===== src/inc/tap_port_pkg.sv =====
// Constants, instruction codes and controller states for the boundary-scan test port
package tap_port_pkg;

	// Register sizes
	localparam int          IR_WIDTH     = 3;
	localparam int          ID_WIDTH     = 32;
	localparam int          TMS_RST_EDGES = 5;
	localparam int          CNT_WIDTH    = 3;

	// Instruction codes
	localparam logic [2:0]  INS_EXTEST   = 3'h0;
	localparam logic [2:0]  INS_IDCODE   = 3'h1;
	localparam logic [2:0]  INS_SAMPLE_Z = 3'h2;
	localparam logic [2:0]  INS_SAMPLE   = 3'h4;
	localparam logic [2:0]  INS_BYPASS   = 3'h7;

	// Values loaded on capture and after reset
	localparam logic [1:0]  IR_CAPT_LOW  = 2'h1;
	localparam logic        IR_CAPT_HIGH = 1'h0;
	localparam logic        BYP_CAPT     = 1'h0;
	localparam logic        PULL_UP_VAL  = 1'h1;
	localparam logic        TCK_RST_VAL  = 1'h0;

	// Controller states, Gray-coded along the scan path
	typedef enum logic [3:0] {
		ST_RESET    = 4'h0,
		ST_IDLE     = 4'h1,
		ST_SEL_DR   = 4'h3,
		ST_CAP_DR   = 4'h2,
		ST_SHIFT_DR = 4'h6,
		ST_EX1_DR   = 4'h7,
		ST_PAUSE_DR = 4'h5,
		ST_EX2_DR   = 4'h4,
		ST_UPD_DR   = 4'hC,
		ST_SEL_IR   = 4'hD,
		ST_CAP_IR   = 4'hF,
		ST_SHIFT_IR = 4'hE,
		ST_EX1_IR   = 4'hA,
		ST_PAUSE_IR = 4'hB,
		ST_EX2_IR   = 4'h9,
		ST_UPD_IR   = 4'h8
	} tap_state_e;

endpackage


===== src/hw/tap_port.sv =====
// Boundary-scan test access port sampled on the system clock
`timescale 1ns/1ps
`default_nettype none
// Overview of operation
// - All port inputs are taken at rising test clock; the falling edge drives only the serial output and its enable.
// - The serial output changes only at a falling test clock edge.
// - Mode select is the controller command, taken at each rising test clock edge.
// - Next state follows the standard scan graph from mode select, 0 or 1.
// - A floating mode select reads high through the internal pull-up; here only the synchroniser resets high, until the pin is seen.
// - A floating data input reads high, so the port may be left unused; here only the synchroniser resets high, until the pin is seen.
// - Only the register chosen by the current instruction sits in the data path.
// - Serial input enters the chosen register at its top bit.
// - The chosen register's bottom bit is the one driven on serial output.
// - The output driver is on only in the two shift states.
// - Port holds controller, instruction, boundary, bypass and identification registers.
// - Power-up enters reset by itself and never disturbs memory operation.
// - Port never disturbs fully compliant scan devices in the same chain.
// - Five rising edges with mode select high always return to reset.
// - The instruction register is three bits, loaded serially in the scan path.
// - Reset and power-up load the identification instruction.
// - Instruction capture loads pattern 01 into the two low bits.
module tap_port
	import tap_port_pkg::*;
#(
	parameter int               BSR_WIDTH = 16,
	parameter logic [31:0]      ID_VALUE  = 32'h1234_5671 // Arbitrary identification value
)(
	// System clock and reset
	input  wire logic                 clk_sys,
	input  wire logic                 reset_n,
	// Test port pins
	input  wire logic                 tck,
	input  wire logic                 tms,
	input  wire logic                 tdi,
	output logic                      tdo,
	output logic                      tdo_oe,
	// Memory pad ring
	input  wire logic [BSR_WIDTH-1:0] io_ring,
	output logic                      pads_hiz
);

	// Synchroniser stages; first stages feed only the second ones
	logic                 tck_m_ff, tck_s_ff, tck_d_ff;
	logic                 tms_m_ff, tms_s_ff;
	logic                 tdi_m_ff, tdi_s_ff;
	logic [BSR_WIDTH-1:0] io_m_ff, io_s_ff;
	logic                 tck_rise, tck_fall;

	// Controller and scan registers
	tap_state_e           state_ff, nxt_state;
	logic [IR_WIDTH-1:0]  ir_ff, ir_shift_ff;
	logic [ID_WIDTH-1:0]  id_ff;
	logic [BSR_WIDTH-1:0] bsr_ff;
	logic                 byp_ff;
	logic                 tdo_ff, tdo_oe_ff, hiz_ff;

	// Pull-ups: mode select and data in rest high until the pins are seen
	always_ff @(posedge clk_sys or negedge reset_n)
	begin
		if (!reset_n)
		begin
			tms_m_ff <= PULL_UP_VAL;
			tms_s_ff <= PULL_UP_VAL;
			tdi_m_ff <= PULL_UP_VAL;
			tdi_s_ff <= PULL_UP_VAL;
		end
		else
		begin
			tms_m_ff <= tms;
			tms_s_ff <= tms_m_ff;
			tdi_m_ff <= tdi;
			tdi_s_ff <= tdi_m_ff;
		end
	end

	// Test clock sampling; a clock held low yields no edges at all
	always_ff @(posedge clk_sys or negedge reset_n)
	begin
		if (!reset_n)
		begin
			tck_m_ff <= TCK_RST_VAL;
			tck_s_ff <= TCK_RST_VAL;
			tck_d_ff <= TCK_RST_VAL;
		end
		else
		begin
			tck_m_ff <= tck;
			tck_s_ff <= tck_m_ff;
			tck_d_ff <= tck_s_ff;
		end
	end

	// Edge strobes share the synchroniser delay with mode select and data in
	assign tck_rise = tck_s_ff & ~tck_d_ff;
	assign tck_fall = ~tck_s_ff & tck_d_ff;

	// Pad ring arrives from the memory clock; capture may still catch a moving pad
	always_ff @(posedge clk_sys or negedge reset_n)
	begin
		if (!reset_n)
		begin
			io_m_ff <= '0;
			io_s_ff <= '0;
		end
		else
		begin
			io_m_ff <= io_ring;
			io_s_ff <= io_m_ff;
		end
	end

	// Standard scan graph driven by mode select
	always_comb
	begin
		nxt_state = state_ff;
		unique case (state_ff)
			ST_RESET:    nxt_state = tms_s_ff ? ST_RESET   : ST_IDLE;
			ST_IDLE:     nxt_state = tms_s_ff ? ST_SEL_DR  : ST_IDLE;
			ST_SEL_DR:   nxt_state = tms_s_ff ? ST_SEL_IR  : ST_CAP_DR;
			ST_CAP_DR:   nxt_state = tms_s_ff ? ST_EX1_DR  : ST_SHIFT_DR;
			ST_SHIFT_DR: nxt_state = tms_s_ff ? ST_EX1_DR  : ST_SHIFT_DR;
			ST_EX1_DR:   nxt_state = tms_s_ff ? ST_UPD_DR  : ST_PAUSE_DR;
			ST_PAUSE_DR: nxt_state = tms_s_ff ? ST_EX2_DR  : ST_PAUSE_DR;
			ST_EX2_DR:   nxt_state = tms_s_ff ? ST_UPD_DR  : ST_SHIFT_DR;
			ST_UPD_DR:   nxt_state = tms_s_ff ? ST_SEL_DR  : ST_IDLE;
			ST_SEL_IR:   nxt_state = tms_s_ff ? ST_RESET   : ST_CAP_IR;
			ST_CAP_IR:   nxt_state = tms_s_ff ? ST_EX1_IR  : ST_SHIFT_IR;
			ST_SHIFT_IR: nxt_state = tms_s_ff ? ST_EX1_IR  : ST_SHIFT_IR;
			ST_EX1_IR:   nxt_state = tms_s_ff ? ST_UPD_IR  : ST_PAUSE_IR;
			ST_PAUSE_IR: nxt_state = tms_s_ff ? ST_EX2_IR  : ST_PAUSE_IR;
			ST_EX2_IR:   nxt_state = tms_s_ff ? ST_UPD_IR  : ST_SHIFT_IR;
			ST_UPD_IR:   nxt_state = tms_s_ff ? ST_SEL_DR  : ST_IDLE;
		endcase
	end

	// Controller advances only on a rising test clock; power-up lands in reset
	always_ff @(posedge clk_sys or negedge reset_n)
	begin
		if (!reset_n)
			state_ff <= ST_RESET;
		else if (tck_rise)
			state_ff <= nxt_state;
	end

	// Instruction register: serial shift with top-bit entry, update, reset load
	always_ff @(posedge clk_sys or negedge reset_n)
	begin
		if (!reset_n)
		begin
			ir_ff       <= INS_IDCODE;
			ir_shift_ff <= INS_IDCODE;
		end
		else if (tck_rise)
		begin
			if (nxt_state == ST_RESET)
				ir_ff <= INS_IDCODE;
			else if (state_ff == ST_UPD_IR)
				ir_ff <= ir_shift_ff;
			if (state_ff == ST_CAP_IR)
				ir_shift_ff <= {IR_CAPT_HIGH, IR_CAPT_LOW};
			else if (state_ff == ST_SHIFT_IR)
				ir_shift_ff <= {tdi_s_ff, ir_shift_ff[IR_WIDTH-1:1]};
		end
	end

	// Data registers: only the one the instruction picks captures or shifts
	always_ff @(posedge clk_sys or negedge reset_n)
	begin
		if (!reset_n)
		begin
			id_ff  <= '0;
			bsr_ff <= '0;
			byp_ff <= BYP_CAPT;
		end
		else if (tck_rise)
		begin
			unique case (ir_ff)
				INS_IDCODE:
				begin
					if (state_ff == ST_CAP_DR)
						id_ff <= ID_VALUE;
					else if (state_ff == ST_SHIFT_DR)
						id_ff <= {tdi_s_ff, id_ff[ID_WIDTH-1:1]};
				end
				INS_EXTEST, INS_SAMPLE_Z, INS_SAMPLE:
				begin
					// No preload: update of this register has no effect
					if (state_ff == ST_CAP_DR)
						bsr_ff <= io_s_ff;
					else if (state_ff == ST_SHIFT_DR)
						bsr_ff <= {tdi_s_ff, bsr_ff[BSR_WIDTH-1:1]};
				end
				default:
				begin
					// Bypass and the unused codes keep the chain one bit long
					if (state_ff == ST_CAP_DR)
						byp_ff <= BYP_CAPT;
					else if (state_ff == ST_SHIFT_DR)
						byp_ff <= tdi_s_ff;
				end
			endcase
		end
	end

	// Bottom bit of whatever register is in the path
	function automatic logic path_lsb(input tap_state_e st, input logic [IR_WIDTH-1:0] ins,
		input logic [IR_WIDTH-1:0] irs, input logic [ID_WIDTH-1:0] idr,
		input logic [BSR_WIDTH-1:0] bsr, input logic byp);
		logic bit_out;
		bit_out = byp;
		if (st == ST_SHIFT_IR)
			bit_out = irs[0];
		else if (ins == INS_IDCODE)
			bit_out = idr[0];
		else if (ins == INS_EXTEST || ins == INS_SAMPLE_Z || ins == INS_SAMPLE)
			bit_out = bsr[0];
		return bit_out;
	endfunction

	// Serial output moves on the falling edge, giving the far end half a period
	always_ff @(posedge clk_sys or negedge reset_n)
	begin
		if (!reset_n)
		begin
			tdo_ff    <= 1'h0;
			tdo_oe_ff <= 1'h0;
		end
		else if (tck_fall)
		begin
			tdo_ff    <= path_lsb(state_ff, ir_ff, ir_shift_ff, id_ff, bsr_ff, byp_ff);
			tdo_oe_ff <= (state_ff == ST_SHIFT_DR) || (state_ff == ST_SHIFT_IR);
		end
	end

	// Memory outputs float under the two float-the-pads instructions
	always_ff @(posedge clk_sys or negedge reset_n)
	begin
		if (!reset_n)
			hiz_ff <= 1'h0;
		else
			hiz_ff <= (ir_ff == INS_EXTEST) || (ir_ff == INS_SAMPLE_Z);
	end

	assign tdo      = tdo_ff;
	assign tdo_oe   = tdo_oe_ff;
	assign pads_hiz = hiz_ff;

	// Helper: consecutive rising edges with mode select high
	logic [CNT_WIDTH-1:0] tms_hi_cnt_ff;
	always_ff @(posedge clk_sys or negedge reset_n)
	begin
		if (!reset_n)
			tms_hi_cnt_ff <= '0;
		else if (tck_rise)
		begin
			if (!tms_s_ff)
				tms_hi_cnt_ff <= '0;
			else if (tms_hi_cnt_ff != CNT_WIDTH'(TMS_RST_EDGES))
				tms_hi_cnt_ff <= tms_hi_cnt_ff + 1'h1;
		end
	end
endmodule
`default_nettype wire


===== config.mk =====
export PLATFORM = sky130hd
export DESIGN_NAME = tap_port
export DESIGN_NICKNAME = d
export VERILOG_FILES = /design/src/inc/tap_port_pkg.sv /design/src/hw/tap_port.sv
export SDC_FILE = /design/constraint.sdc
export NUM_CORES = 1
export LEC_CHECK = 0
export ABC_AREA = 1
export BUFFER_PORTS_ARGS = -buffer_cell sky130_fd_sc_hd__buf_2
export CAP_MARGIN = 20
export CORE_ASPECT_RATIO = 0.8
export CORE_MARGIN = 5
export CORE_UTILIZATION = 40
export CTS_CLUSTER_SIZE = 25
export DETAILED_ROUTE_END_ITERATION = 8
export PLACE_DENSITY_LB_ADDON = 0.12
export SETUP_SLACK_MARGIN = 0.2
export SLEW_MARGIN = 0
export SYNTH_ARGS = -nofsm -noshare
export SYNTH_HDL_FRONTEND = slang
export SYNTH_SLANG_ARGS = --single-unit

===== constraint.sdc =====
create_clock -name clk_sys -period 1.4 [get_ports clk_sys]
set_input_delay 0.07 -clock clk_sys [delete_from_list [all_inputs] [get_ports clk_sys]]
set_output_delay 0.07 -clock clk_sys [all_outputs]
set_load 0.01 [all_outputs]

# Word-level counts from Yosys, hierarchy flattened
# Index checks and enable logic that the tools add are counted.
# Widths: inputs -> output; s select.
# classes
n_reduce_logical	19
eq_ne	18
bitwise_logic	5
mux	26
# op_table
op	n
$mux 32	2
$pmux 4 s12	1
$eq 4x4->1 const B	8
$mux 16	2
$mux 3	6
$eq 4x3->1 const B	4
$mux 4	4
$reduce_and 3->1	3
$eq 4x2->1 const B	2
$logic_not 4->1	2
$mux 1	8
$mux 2	3
$reduce_bool 2->1	3
$reduce_or 3->1	2
$eq 4x1->1 const B	1
$reduce_and 2->1	2
$reduce_or 2->1	2
$reduce_or 4->1	1
$eq 3x1->1 const B	1
$eq 3x2->1 const B	1
$eq 3x3->1 const B	1
$logic_not 3->1	1
$logic_or 1x1->1	3
$not 1->1	3
$and 1x1->1	2
# word_totals
reg_bits	101
word_cells	86

# Depth between registers and ports, before layout
# Gate-level depths: netlist of the first run.
# logic_depth
word_depth	6
depth_mapped	12

# Least setup slack after synthesis of the first run
# Ideal clock, no wire load.
# synth_timing
kind	flip-flop to flip-flop
start	register tms_s_ff
end	register ir_ff[2]
path_slack_ns	-0.078
t_arrival_ns	1.361
path_stages_with_launch	11
path_cell_list	dfstp_2 > inv_1 > nand3_1 > nand2_1 > nand3b_1 > nor2_1 > nand2_2 > nand2_2 > nand2_2 > nand2_1 > nand2_1
# synth_between
elab_chain_cells	5
word_cells_on_any_way	17
# synth_rtl
item	line	rtl
from (decl)	tap_port.sv:44	logic tms_m_ff, tms_s_ff;
from (signal assigned)	tap_port.sv:70	tms_s_ff <= tms_m_ff;
$mux 2 (tied with other cells)	tap_port.sv:129	ST_EX1_IR: nxt_state = tms_s_ff ? ST_UPD_IR : ST_PAUSE_IR;
$pmux 4 s12 (*)	tap_port.sv:116	unique case (state_ff)
$logic_not 4->1 (*)	tap_port.sv:155	if (nxt_state == ST_RESET)
$reduce_bool 2->1 (no line)	--	
$reduce_and 2->1 (no line)	--	
to (signal assigned)	tap_port.sv:158	ir_ff <= ir_shift_ff;
to (decl)	tap_port.sv:51	logic [IR_WIDTH-1:0] ir_ff, ir_shift_ff;
# Mark *: on every way between the ends. The rest lies on a longest branch, timed or not.
# A chain may end at the register's enable or synchronous reset.

# Worst setup path after layout of the first run
# layout_timing
start	register state_ff[0]
end	register state_ff[3]
# layout_between
elab_chain_cells	3
word_cells_on_any_way	20
# layout_rtl
item	line	rtl
from (decl)	tap_port.sv:50	tap_state_e state_ff, nxt_state;
from (signal assigned)	tap_port.sv:142	state_ff <= nxt_state;
$eq 4x4->1 (tied with other cells)	tap_port.sv:116	
$reduce_or 3->1 (no line) or $reduce_or 2->1 (tied branches)	--	
$pmux 4 s12 (*)	tap_port.sv:116	
# Marks and branches as above.

==> results of run 1 <==
sequential cells by signal, summed over array words and instances, names as in the netlist:
name         flops
tck_s_ff         1
io_m_ff         16
byp_ff           1
bsr_ff          16
tdi_s_ff         1
ir_shift_ff      3
io_s_ff         16
id_ff           32
tdo              1
tdo_oe           1
tms_m_ff         1
tms_s_ff         1
tck_d_ff         1
tck_m_ff         1
pads_hiz         1
ir_ff            3
tdi_m_ff         1
state_ff         4
where the power goes:
part	internal [mW]	leakage [nW]	switching, mW
logic	1.78	1.22	2.06
clock network	1.58	0.150	1.06
registers	3.39	1.28	0.405
total	6.75	2.66	3.52
per-stage QoR:
| step | TNS, ps | area [um^2] | instances | util |
|---|---|---|---|---|
| 2_1_floorplan | -7.28 | 4020 | 398 | - |
| 3_3_place_gp | -6110 | 4550 | 580 | 0.470 |
| 3_5_place_dp | -6870 | 4550 | 580 | 0.470 |
| 4_1_cts | -4980 | 5230 | 622 | 0.540 |
| 5_1_grt | -13400 | 5740 | 633 | 0.593 |
| 6_report | -8670 | 5740 | 633 | 0.593 |
final timing paths:
kind                                   from          end  slack (ps)  depth (start not counted)
worst min-delay path                reset_n   io_m_ff[4]         210                          2
worst min register to register   io_m_ff[0]   io_s_ff[0]         350                          0
max in group asynchronous           reset_n     ir_ff[0]         620                          3
min in group clk_sys             io_m_ff[0]   io_s_ff[0]         350                          0
worst max register to register  state_ff[0]  state_ff[3]        -220                          9
worst max-delay path            state_ff[0]  state_ff[3]        -220                          9
cell usage after synthesis:
cell type    n  area [um^2]
o21a_1       1         7.51
inv_1       11         41.3
nor2_4       5         56.3
nand3_1     31          155
nand2_1    112          420
nor2_1      49          184
clkbuf_1     3         11.3
nand4_1      3         18.8
o31ai_2     15          188
a21oi_1      2         10.0
buf_6        2         22.5
nor2_2       1         6.26
o21ai_1      3         15.0
nand3b_1     1         7.51
nor3_1       2         10.0
o31ai_1      3         22.5
buf_2       11         55.1
o21ai_0     25          125
o22ai_1      1         6.26
dfstp_2      6          158
nand2_2      6         37.5
dfrtp_1     95         2380
inv_2       10         37.5
critical path: cells and delay by family (launching register included):
family	cells	cell delay [ps]
flip-flops	1	500
buffers and inverters	4	500
AND/OR/NAND/NOR	3	270
AO/OA/AOI/OAI	2	230
area by class of cell:
| class | instances | area share |
|---|---|---|
| sequential | 101 | 0.442 |
| timing repair buffer | 98 | 0.152 |
| clock inverter | 5 | 0.0148 |
| multi-input combinational | 260 | 0.301 |
| tap | 136 | 0.0296 |
| inverter | 21 | 0.0181 |
| clock buffer | 11 | 0.0405 |
| timing repair inverter | 1 | 0.00196 |
per-layer routing:
| layer | part of all wire | up-vias | global-route usage |
|---|---|---|---|
| li1 | - | 1484 | - |
| met1 | 0.48 | 1400 | 0.197 |
| met2 | 0.47 | 51 | 0.207 |
| met3 | 0.039 | 4 | 0.0472 |
| met4 | 0.0059 | 0 | 0.0345 |
| met5 | 0 | - | 0 |
repair_timing:
action | in CTS | in global routing
pin swaps | 11 | 7
setup endpoints to repair | 60 | 61
hold buffers | 20 | 0
gates cloned | 0 | 1
gates resized for setup | 42 | 108
endpoints found under the hold margin | 48 | 0
setup buffers | 6 | 10
logic make-up after synthesis:
logic type,share of synthesized area
AO/OA/AOI/OAI,0.0942
buffers and inverters,0.0422
flip-flops,0.638
AND/OR/NAND/NOR,0.226
==> flow_metrics.env, run 1 <==
export IMPL_run_status="complete, but fails checks"
export IMPL_violations="negative setup slack"
export IMPL_fp_dieH_um=99.1
export IMPL_cp_data_required_time_ps=1630
export IMPL_max_clock_path_buffers=2
export IMPL_nFillCells=790
export IMPL_synthesis_area_mm2=0.00397
export IMPL_hp_class="in -> async"
export IMPL_period_share=1.16
export IMPL_slowest_delay_ps=500
export IMPL_syn_avg_cell_area_um2=9.98
export IMPL_dr_pass1_iters=4
export IMPL_ff_latch_area_mm2=0.00254
export IMPL_diodes=0
export IMPL_route_detailed_wl_per_inst_um=12.8
export IMPL_path_cells="inv_4, nand2_2, a21oi_2, nand4_1, buf_4, buf_4, buf_6, nand2_1, o21ai_1"
export IMPL_grt_pass1_wl_mm=13.5
export IMPL_place_ws_ps=-221
export IMPL_final_cell_mix="92 x dfrtp_1, 76 x nand2_1, 36 x buf_4"
export IMPL_p_per_area_mw_per_mm2=1790
export IMPL_dr_first_iter_drc_count=167
export IMPL_grt_usage=0.139
export IMPL_setup_ws_ps=-221
export IMPL_drv_slew=0
export IMPL_dieArea_mm2=0.0120
export IMPL_synth_cells=398
export IMPL_rows=32
export IMPL_multi_input_area_mm2=0.00173
export IMPL_max_freq_mhz=617
export IMPL_synth_fp_nets=419
export IMPL_start_kind="register"
export IMPL_routed_wirelength_mm=8.08
export IMPL_clk_latency_ps=340
export IMPL_cts_tree="built"
export IMPL_cp_slowest_cell="dfrtp_2"
export IMPL_avgViaCountPerCell=4.64
export IMPL_ios=24
export IMPL_dpl_hpwl_mm=4.96
export IMPL_final_nets=513
export IMPL_leakage_nw=2.66
export IMPL_grt_max_degree=34
export IMPL_yosys_cell_types_count=23
export IMPL_min_period_ps=1620
export IMPL_routabilityCongestion=0.920
export IMPL_coreArea_mm2=0.00969
export IMPL_ys_ff_latch=101
export IMPL_crit_path_end_kind="register"
export IMPL_numCtsBuffers=9
export IMPL_worst_pin_slew_ps=422
export IMPL_yosysWarnings=0
export IMPL_area_delta_synth_final_pct=44.6
export IMPL_drcViolationCount=0
export IMPL_rsz0062_at_grt="true"
export IMPL_h_tree_depth=3
export IMPL_antenna_found_initial=0
export IMPL_finalSetupViolations=56
export IMPL_clk_pin_slew_ps=70
export IMPL_die_x_um=121
export IMPL_path_class="reg -> reg"
export IMPL_vdd_drop_max_uv=1160
export IMPL_vias=2939
export IMPL_clkSinkCount=101
export IMPL_drv_cap=0
export IMPL_seq_area_frac_synth=0.638
export IMPL_drive_gt1_frac=0.437
export IMPL_grt_ovfl_total=0
export IMPL_slew_headroom=0.719
export IMPL_path_common_cell="buf_4"
export IMPL_grt_pass1_vias=2840
export IMPL_hold_viol_final=0
export IMPL_holdWs_ps=209
export IMPL_power_mw=10.3
export IMPL_final_common_cell="dfrtp_1"
export IMPL_ant_nets=0
export IMPL_root_buffer="clkbuf_16"
export IMPL_io_buffers=23
export IMPL_initial_core_util=0.410
export IMPL_cp_max_fo=6
export IMPL_cp_arrival_ps=1850
export IMPL_skew_ps=9.15
No activity file was read; power rests on OpenSTA's default activity.
==> run 2, diff against run 1 <==
- BUFFER_PORTS_ARGS: -buffer_cell sky130_fd_sc_hd__buf_2 -> unset
- DONT_BUFFER_PORTS: unset -> 1
==> run 2 against run 1 <==
  * First-iteration DRC count grew 23%
  * Power shrank 0.65%
  * Largest cell class unchanged
  * The flow finishes with violations (negative hold slack, negative setup slack)
  * Largest power group is now sequential cells
  * Global-route usage grew 0.10 points
  * Critical path type unchanged
  * Register-to-register slack is essentially flat
  * Maximum frequency shrank 0.55%
  * Hold slack lost 790 ps
  * Final area shrank 0.50%
  * Sequential share of layout area grew 0.24 points
  * Worst setup slack lost 9.0 ps
  * Combinational power shrank 1%
  * Wire length grew 7.9%
  * Non-clock buffer count shrank 26
==> flow_metrics.env, run 2 (synthesized netlist as in run 1, its figures left out) <==
export IMPL_run_status="complete, but fails checks"
export IMPL_violations="negative hold slack, negative setup slack"
export IMPL_fp_dieH_um=99.1
export IMPL_use_met1=0.200
export IMPL_grt_pass1_vias=2713
export IMPL_tns_ps=-9950
export IMPL_diodes=0
export IMPL_power_internal_mw=6.64
export IMPL_detailed_place_area_mm2=0.00436
export IMPL_root_buffer="clkbuf_16"
export IMPL_reg2reg_depth=10
export IMPL_grt_pass1_wl_mm=13.5
export IMPL_max_freq_mhz=614
export IMPL_setup_ws_ps=-230
export IMPL_dieArea_mm2=0.0120
export IMPL_p_per_area_mw_per_mm2=1790
export IMPL_hold_buffers=19
export IMPL_post_route_util=0.590
export IMPL_min_period_ps=1630
export IMPL_initial_core_util=0.410
export IMPL_r2r_end="bsr_ff[7]"
export IMPL_die_x_um=121
export IMPL_fin_area_mm2=0.00572
export IMPL_start_kind="register"
export IMPL_skew_ps=9.06
export IMPL_slew_headroom=0.839
export IMPL_area_delta_synth_final_pct=43.9
export IMPL_antenna_found_initial=0
export IMPL_final_nets=489
export IMPL_avgViaCountPerCell=4.88
export IMPL_clkPwrFrac=0.254
export IMPL_rows=32
export IMPL_vias=2969
export IMPL_ios=24
export IMPL_grt_ovfl_total=0
export IMPL_drv_cap=0
export IMPL_numCtsBuffers=9
export IMPL_hold_viol_final=101
export IMPL_power_switching_mw=3.57
export IMPL_crit_path_end_kind="register"
export IMPL_clk_latency_ps=340
export IMPL_largest_register="id_ff"
export IMPL_power_frac_seq=0.375
export IMPL_largest_register_ffs=32
export IMPL_drcViolationCount=0
export IMPL_drv_slew=0
export IMPL_cp_arrival_ps=1860
export IMPL_clk_pin_slew_ps=70
export IMPL_leakage_nw=2.59
export IMPL_route_detailed_wl_per_inst_um=14.3
export IMPL_io_buffers=0
export IMPL_grt_met3_usage=0.0381
export IMPL_cp_max_fo=15
export IMPL_routed_wirelength_mm=8.71
export IMPL_period_share=1.16
export IMPL_finalSetupViolations=55
export IMPL_cp_data_required_time_ps=1630
export IMPL_holdWs_ps=-585
export IMPL_reg2reg_slack_ps=-230
export IMPL_use_met2=0.210
export IMPL_switching_share=0.350
export IMPL_hp_class="in -> async"
export IMPL_h_tree_depth=3
export IMPL_dpl_hpwl_mm=4.51
export IMPL_final_common_cell="dfrtp_1"
export IMPL_grt_usage=0.140
export IMPL_path_class="reg -> reg"
export IMPL_final_cell_mix="91 x dfrtp_1, 75 x nand2_1, 29 x buf_4"
export IMPL_max_clock_path_buffers=2
export IMPL_drive_gt1_frac=0.450
export IMPL_ant_nets=0
export IMPL_coreArea_mm2=0.00969
export IMPL_clkSinkCount=101
export IMPL_grt_max_degree=102
export IMPL_vdd_drop_max_uv=770
export IMPL_r2r_start="state_ff[1]"
export IMPL_routabilityCongestion=0.857
export IMPL_comb_power_share=0.371
export IMPL_busiest_layer="met2"
export IMPL_dr_pass1_iters=4
export IMPL_cts_tree="built"
export IMPL_worst_pin_slew_ps=240
export IMPL_dr_first_iter_drc_count=206
export IMPL_rsz0062_at_grt="true"
export IMPL_startpoint="state_ff[1]"
==> run 2: cell count changes in the layout (fill, tap and decap cells not counted), sizes merged <==
cell / delta
bufinv: -1
dlygate4sd3: -1
clkbuf: +2
buf: -29
inv: +5
==> run 2: worst max path at each step <==
stage / endpoint / depth (start not counted) / slack (ps)
after CTS: ir_ff[1] / 11 / -130
final: bsr_ff[7] / 10 / -230
after detailed placement: ir_ff[1] / 12 / -180
after floorplan: ir_ff[2] / 11 / -4
after global routing: ir_ff[2] / 10 / -370
after global placement: ir_ff[2] / 12 / -210
==> run 2: critical path, cell delays in order (launching register included) <==
cell and delay (ps):
dfrtp_2 430, inv_4 70, nor2_4 160, inv_2 60, buf_6 120, nor2_4 120, buf_12 140, inv_8 50
buf_12 150, nor2_2 130, o31ai_4 80
==> run 2: final cells by class <==
class	instances	area [um^2]
sequential	101	2540
clock buffer	9	225
tap	136	170
timing repair inverter	3	42.5
fill	836	3970
clock inverter	7	90.1
inverter	21	115
multi-input combinational	260	1730
timing repair buffer	72	798
==> run 2: layer usage <==
metal / wire length (um) / up-vias
met3: 279 / 7
met1: 4120 / 1478
li1: - / 1439
met4: 78 / 0
met2: 4230 / 45
met5: 0 / -
==> run 2: metrics by stage <==
| step | hold WS, ps | setup slack (ps) | instances | power, mW |
|---|---|---|---|---|
| global route | -610 | -368 | 609 | 10.8 |
| global placement | -223 | -211 | 551 | 6.23 |
| CTS | -600 | -134 | 596 | 9.35 |
| floorplan | -226 | -3.97 | 398 | 5.31 |
| finish | -585 | -230 | 609 | 10.2 |
| detailed placement | -223 | -183 | 551 | 6.21 |
==> run 2: repair_timing <==
item	CTS	global route
gates cloned	1	6
endpoints found under the hold margin	120	101
resized for setup	43	128
setup endpoints to repair	60	61
setup buffers	9	7
pin swaps	11	25
==> run 2: power by group through the flow <==
stage / registers [mW] / logic [mW] / clock network, mW
after floorplan: 3.68 / 1.64 / 0
after CTS: 3.73 / 2.94 / 2.68
after detailed placement: 3.75 / 2.47 / 0
after global routing: 3.89 / 4.14 / 2.81
final: 3.82 / 3.79 / 2.59
after global placement: 3.74 / 2.49 / 0
==> run 3, diff against run 2 <==
- CTS_BUF_LIST: unset -> sky130_fd_sc_hd__clkbuf_8
==> run 3 against run 2 <==
  * The run still ends with negative hold slack, negative setup slack left
  * Wire length fell by 8.3%
  * Sequential share of layout area rose by 3.6 points
  * Final area shrank 7.4%
  * Utilization is 4.4 points lower
  * Non-clock buffer count is 5 lower
  * Combinational power shrank 12%
  * Worst setup slack improved by 17 ps
  * Cell count decreased by 1.3%
  * Critical endpoint is now ir_ff[1]
==> flow_metrics.env, run 3 (synthesized netlist as in run 1, its figures left out) <==
export IMPL_run_status="complete, but fails checks"
export IMPL_violations="negative hold slack, negative setup slack"
export IMPL_clkSinkCount=101
export IMPL_hp_class="in -> async"
export IMPL_crit_path_end_kind="register"
export IMPL_grt_usage=0.142
export IMPL_routed_wirelength_mm=7.99
export IMPL_ant_nets=0
export IMPL_start_kind="register"
export IMPL_detailed_place_area_mm2=0.00436
export IMPL_worst_pin_slew_ps=326
export IMPL_setup_ws_ps=-213
export IMPL_drv_slew=0
export IMPL_busiest_layer="met2"
export IMPL_largest_register="id_ff"
export IMPL_leakage_nw=2.45
export IMPL_cp_arrival_ps=1870
export IMPL_final_cell_mix="102 x nand2_1, 91 x dfrtp_1, 33 x buf_4"
export IMPL_period_share=1.15
export IMPL_power_mw=9.07
export IMPL_antenna_found_initial=0
export IMPL_min_period_ps=1610
export IMPL_drcViolationCount=0
export IMPL_fp_dieH_um=99.1
export IMPL_avgViaCountPerCell=4.72
export IMPL_hold_viol_final=101
export IMPL_dr_pass1_iters=4
export IMPL_final_common_cell="nand2_1"
export IMPL_nFillCells=885
export IMPL_use_met1=0.203
export IMPL_skew_ps=12.8
export IMPL_grt_pass1_wl_mm=13.6
export IMPL_io_buffers=0
export IMPL_grt_max_degree=102
export IMPL_p_per_area_mw_per_mm2=1710
export IMPL_root_buffer="clkbuf_8"
export IMPL_rows=32
export IMPL_max_freq_mhz=620
export IMPL_hold_buffers=19
export IMPL_path_class="reg -> reg"
export IMPL_ios=24
export IMPL_place_inst=551
export IMPL_vdd_drop_max_uv=947
export IMPL_cts_tree="built"
export IMPL_dr_first_iter_drc_count=192
export IMPL_grt_ovfl_total=0
export IMPL_clk_latency_ps=360
export IMPL_place_ws_ps=-183
export IMPL_largest_register_ffs=32
export IMPL_grt_met3_usage=0.0335
export IMPL_dpl_hpwl_mm=4.51
export IMPL_numCtsBuffers=9
export IMPL_vias=2836
export IMPL_use_met2=0.211
export IMPL_cp_max_fo=7
export IMPL_fin_area_mm2=0.00529
export IMPL_diodes=0
export IMPL_rsz0062_at_grt="true"
export IMPL_dieArea_mm2=0.0120
export IMPL_h_tree_depth=3
export IMPL_area_delta_synth_final_pct=33.2
export IMPL_clk_pin_slew_ps=110
export IMPL_coreArea_mm2=0.00969
export IMPL_max_clock_path_buffers=2
export IMPL_route_detailed_wl_per_inst_um=13.3
export IMPL_drive_gt1_frac=0.370
export IMPL_slew_headroom=0.782
export IMPL_grt_pass1_vias=2741
export IMPL_finalSetupViolations=56
export IMPL_routabilityCongestion=0.857
export IMPL_holdWs_ps=-614
export IMPL_initial_core_util=0.410
export IMPL_cp_data_required_time_ps=1660
export IMPL_drv_cap=0
export IMPL_final_nets=481
export IMPL_instances_no_fill=601
export IMPL_die_x_um=121
[run 3: cell type report]
type,count,area [um^2],share of cell area
clock buffers,9,124,0.0234
clock inverters,7,90.1,0.0170
inverters,21,106,0.0201
multi-input cells,260,1560,0.294
flip-flops and latches,101,2540,0.480
well taps,136,170,0.0322
repair buffers,67,704,0.133
[run 3: critical path: stages, from the launching register on]
cell,delay [ps]
dfrtp_2,490
nand2_4,110
nor2_1,90
a21oi_2,150
nand4_1,160
nor2_2,160
nand2_2,80
buf_4,140
nand4_1,70
nand2_1,60
[run 3: what timing repair did]
| item | 4_1_cts | 5_1_grt |
|---|---|---|
| setup endpoints to repair | 60 | 61 |
| hold endpoints to repair | 120 | 101 |
| pin swaps | 23 | 20 |
| buffers inserted | 10 | 3 |
| gates cloned | 2 | 0 |
| resized for setup | 67 | 48 |
[run 3: where the power goes]
| group | switching (mW) | internal [mW] | leakage [nW] |
|---|---|---|---|
| Clock | 1.08 | 0.870 | 0.106 |
| Sequential | 0.381 | 3.39 | 1.28 |
| Combinational | 1.81 | 1.53 | 1.06 |
[run 3: worst paths after layout]
kind | startpoint | end | slack [ps] | depth (start not counted)
hold / removal | reset_n | io_m_ff[4] | -610 | 0
setup reg to reg | state_ff[2] | ir_ff[1] | -210 | 9
min in group clk_sys | io_ring[4] | io_m_ff[4] | 250 | 1
setup / recovery | state_ff[2] | ir_ff[1] | -210 | 9
max in group asynchronous | reset_n | ir_ff[0] | 1810 | 0
hold reg to reg | io_m_ff[8] | io_s_ff[8] | 340 | 0
[run 3: per-stage QoR]
step / utilization / TNS, ps
final: 0.546 / -8230
after global routing: 0.546 / -14550
after CTS: 0.528 / -4730
after detailed placement: 0.450 / -5500
after global placement: 0.450 / -4850
after floorplan: - / -7.28
[run 3: per-layer routing]
| metal | vias to the layer above | wire length, um | share of wire |
|---|---|---|---|
| li1 | 1414 | - | - |
| met1 | 1367 | 3960 | 0.50 |
| met2 | 43 | 3650 | 0.46 |
| met3 | 12 | 226 | 0.028 |
| met4 | 0 | 148 | 0.019 |
| met5 | - | 0 | 0 |
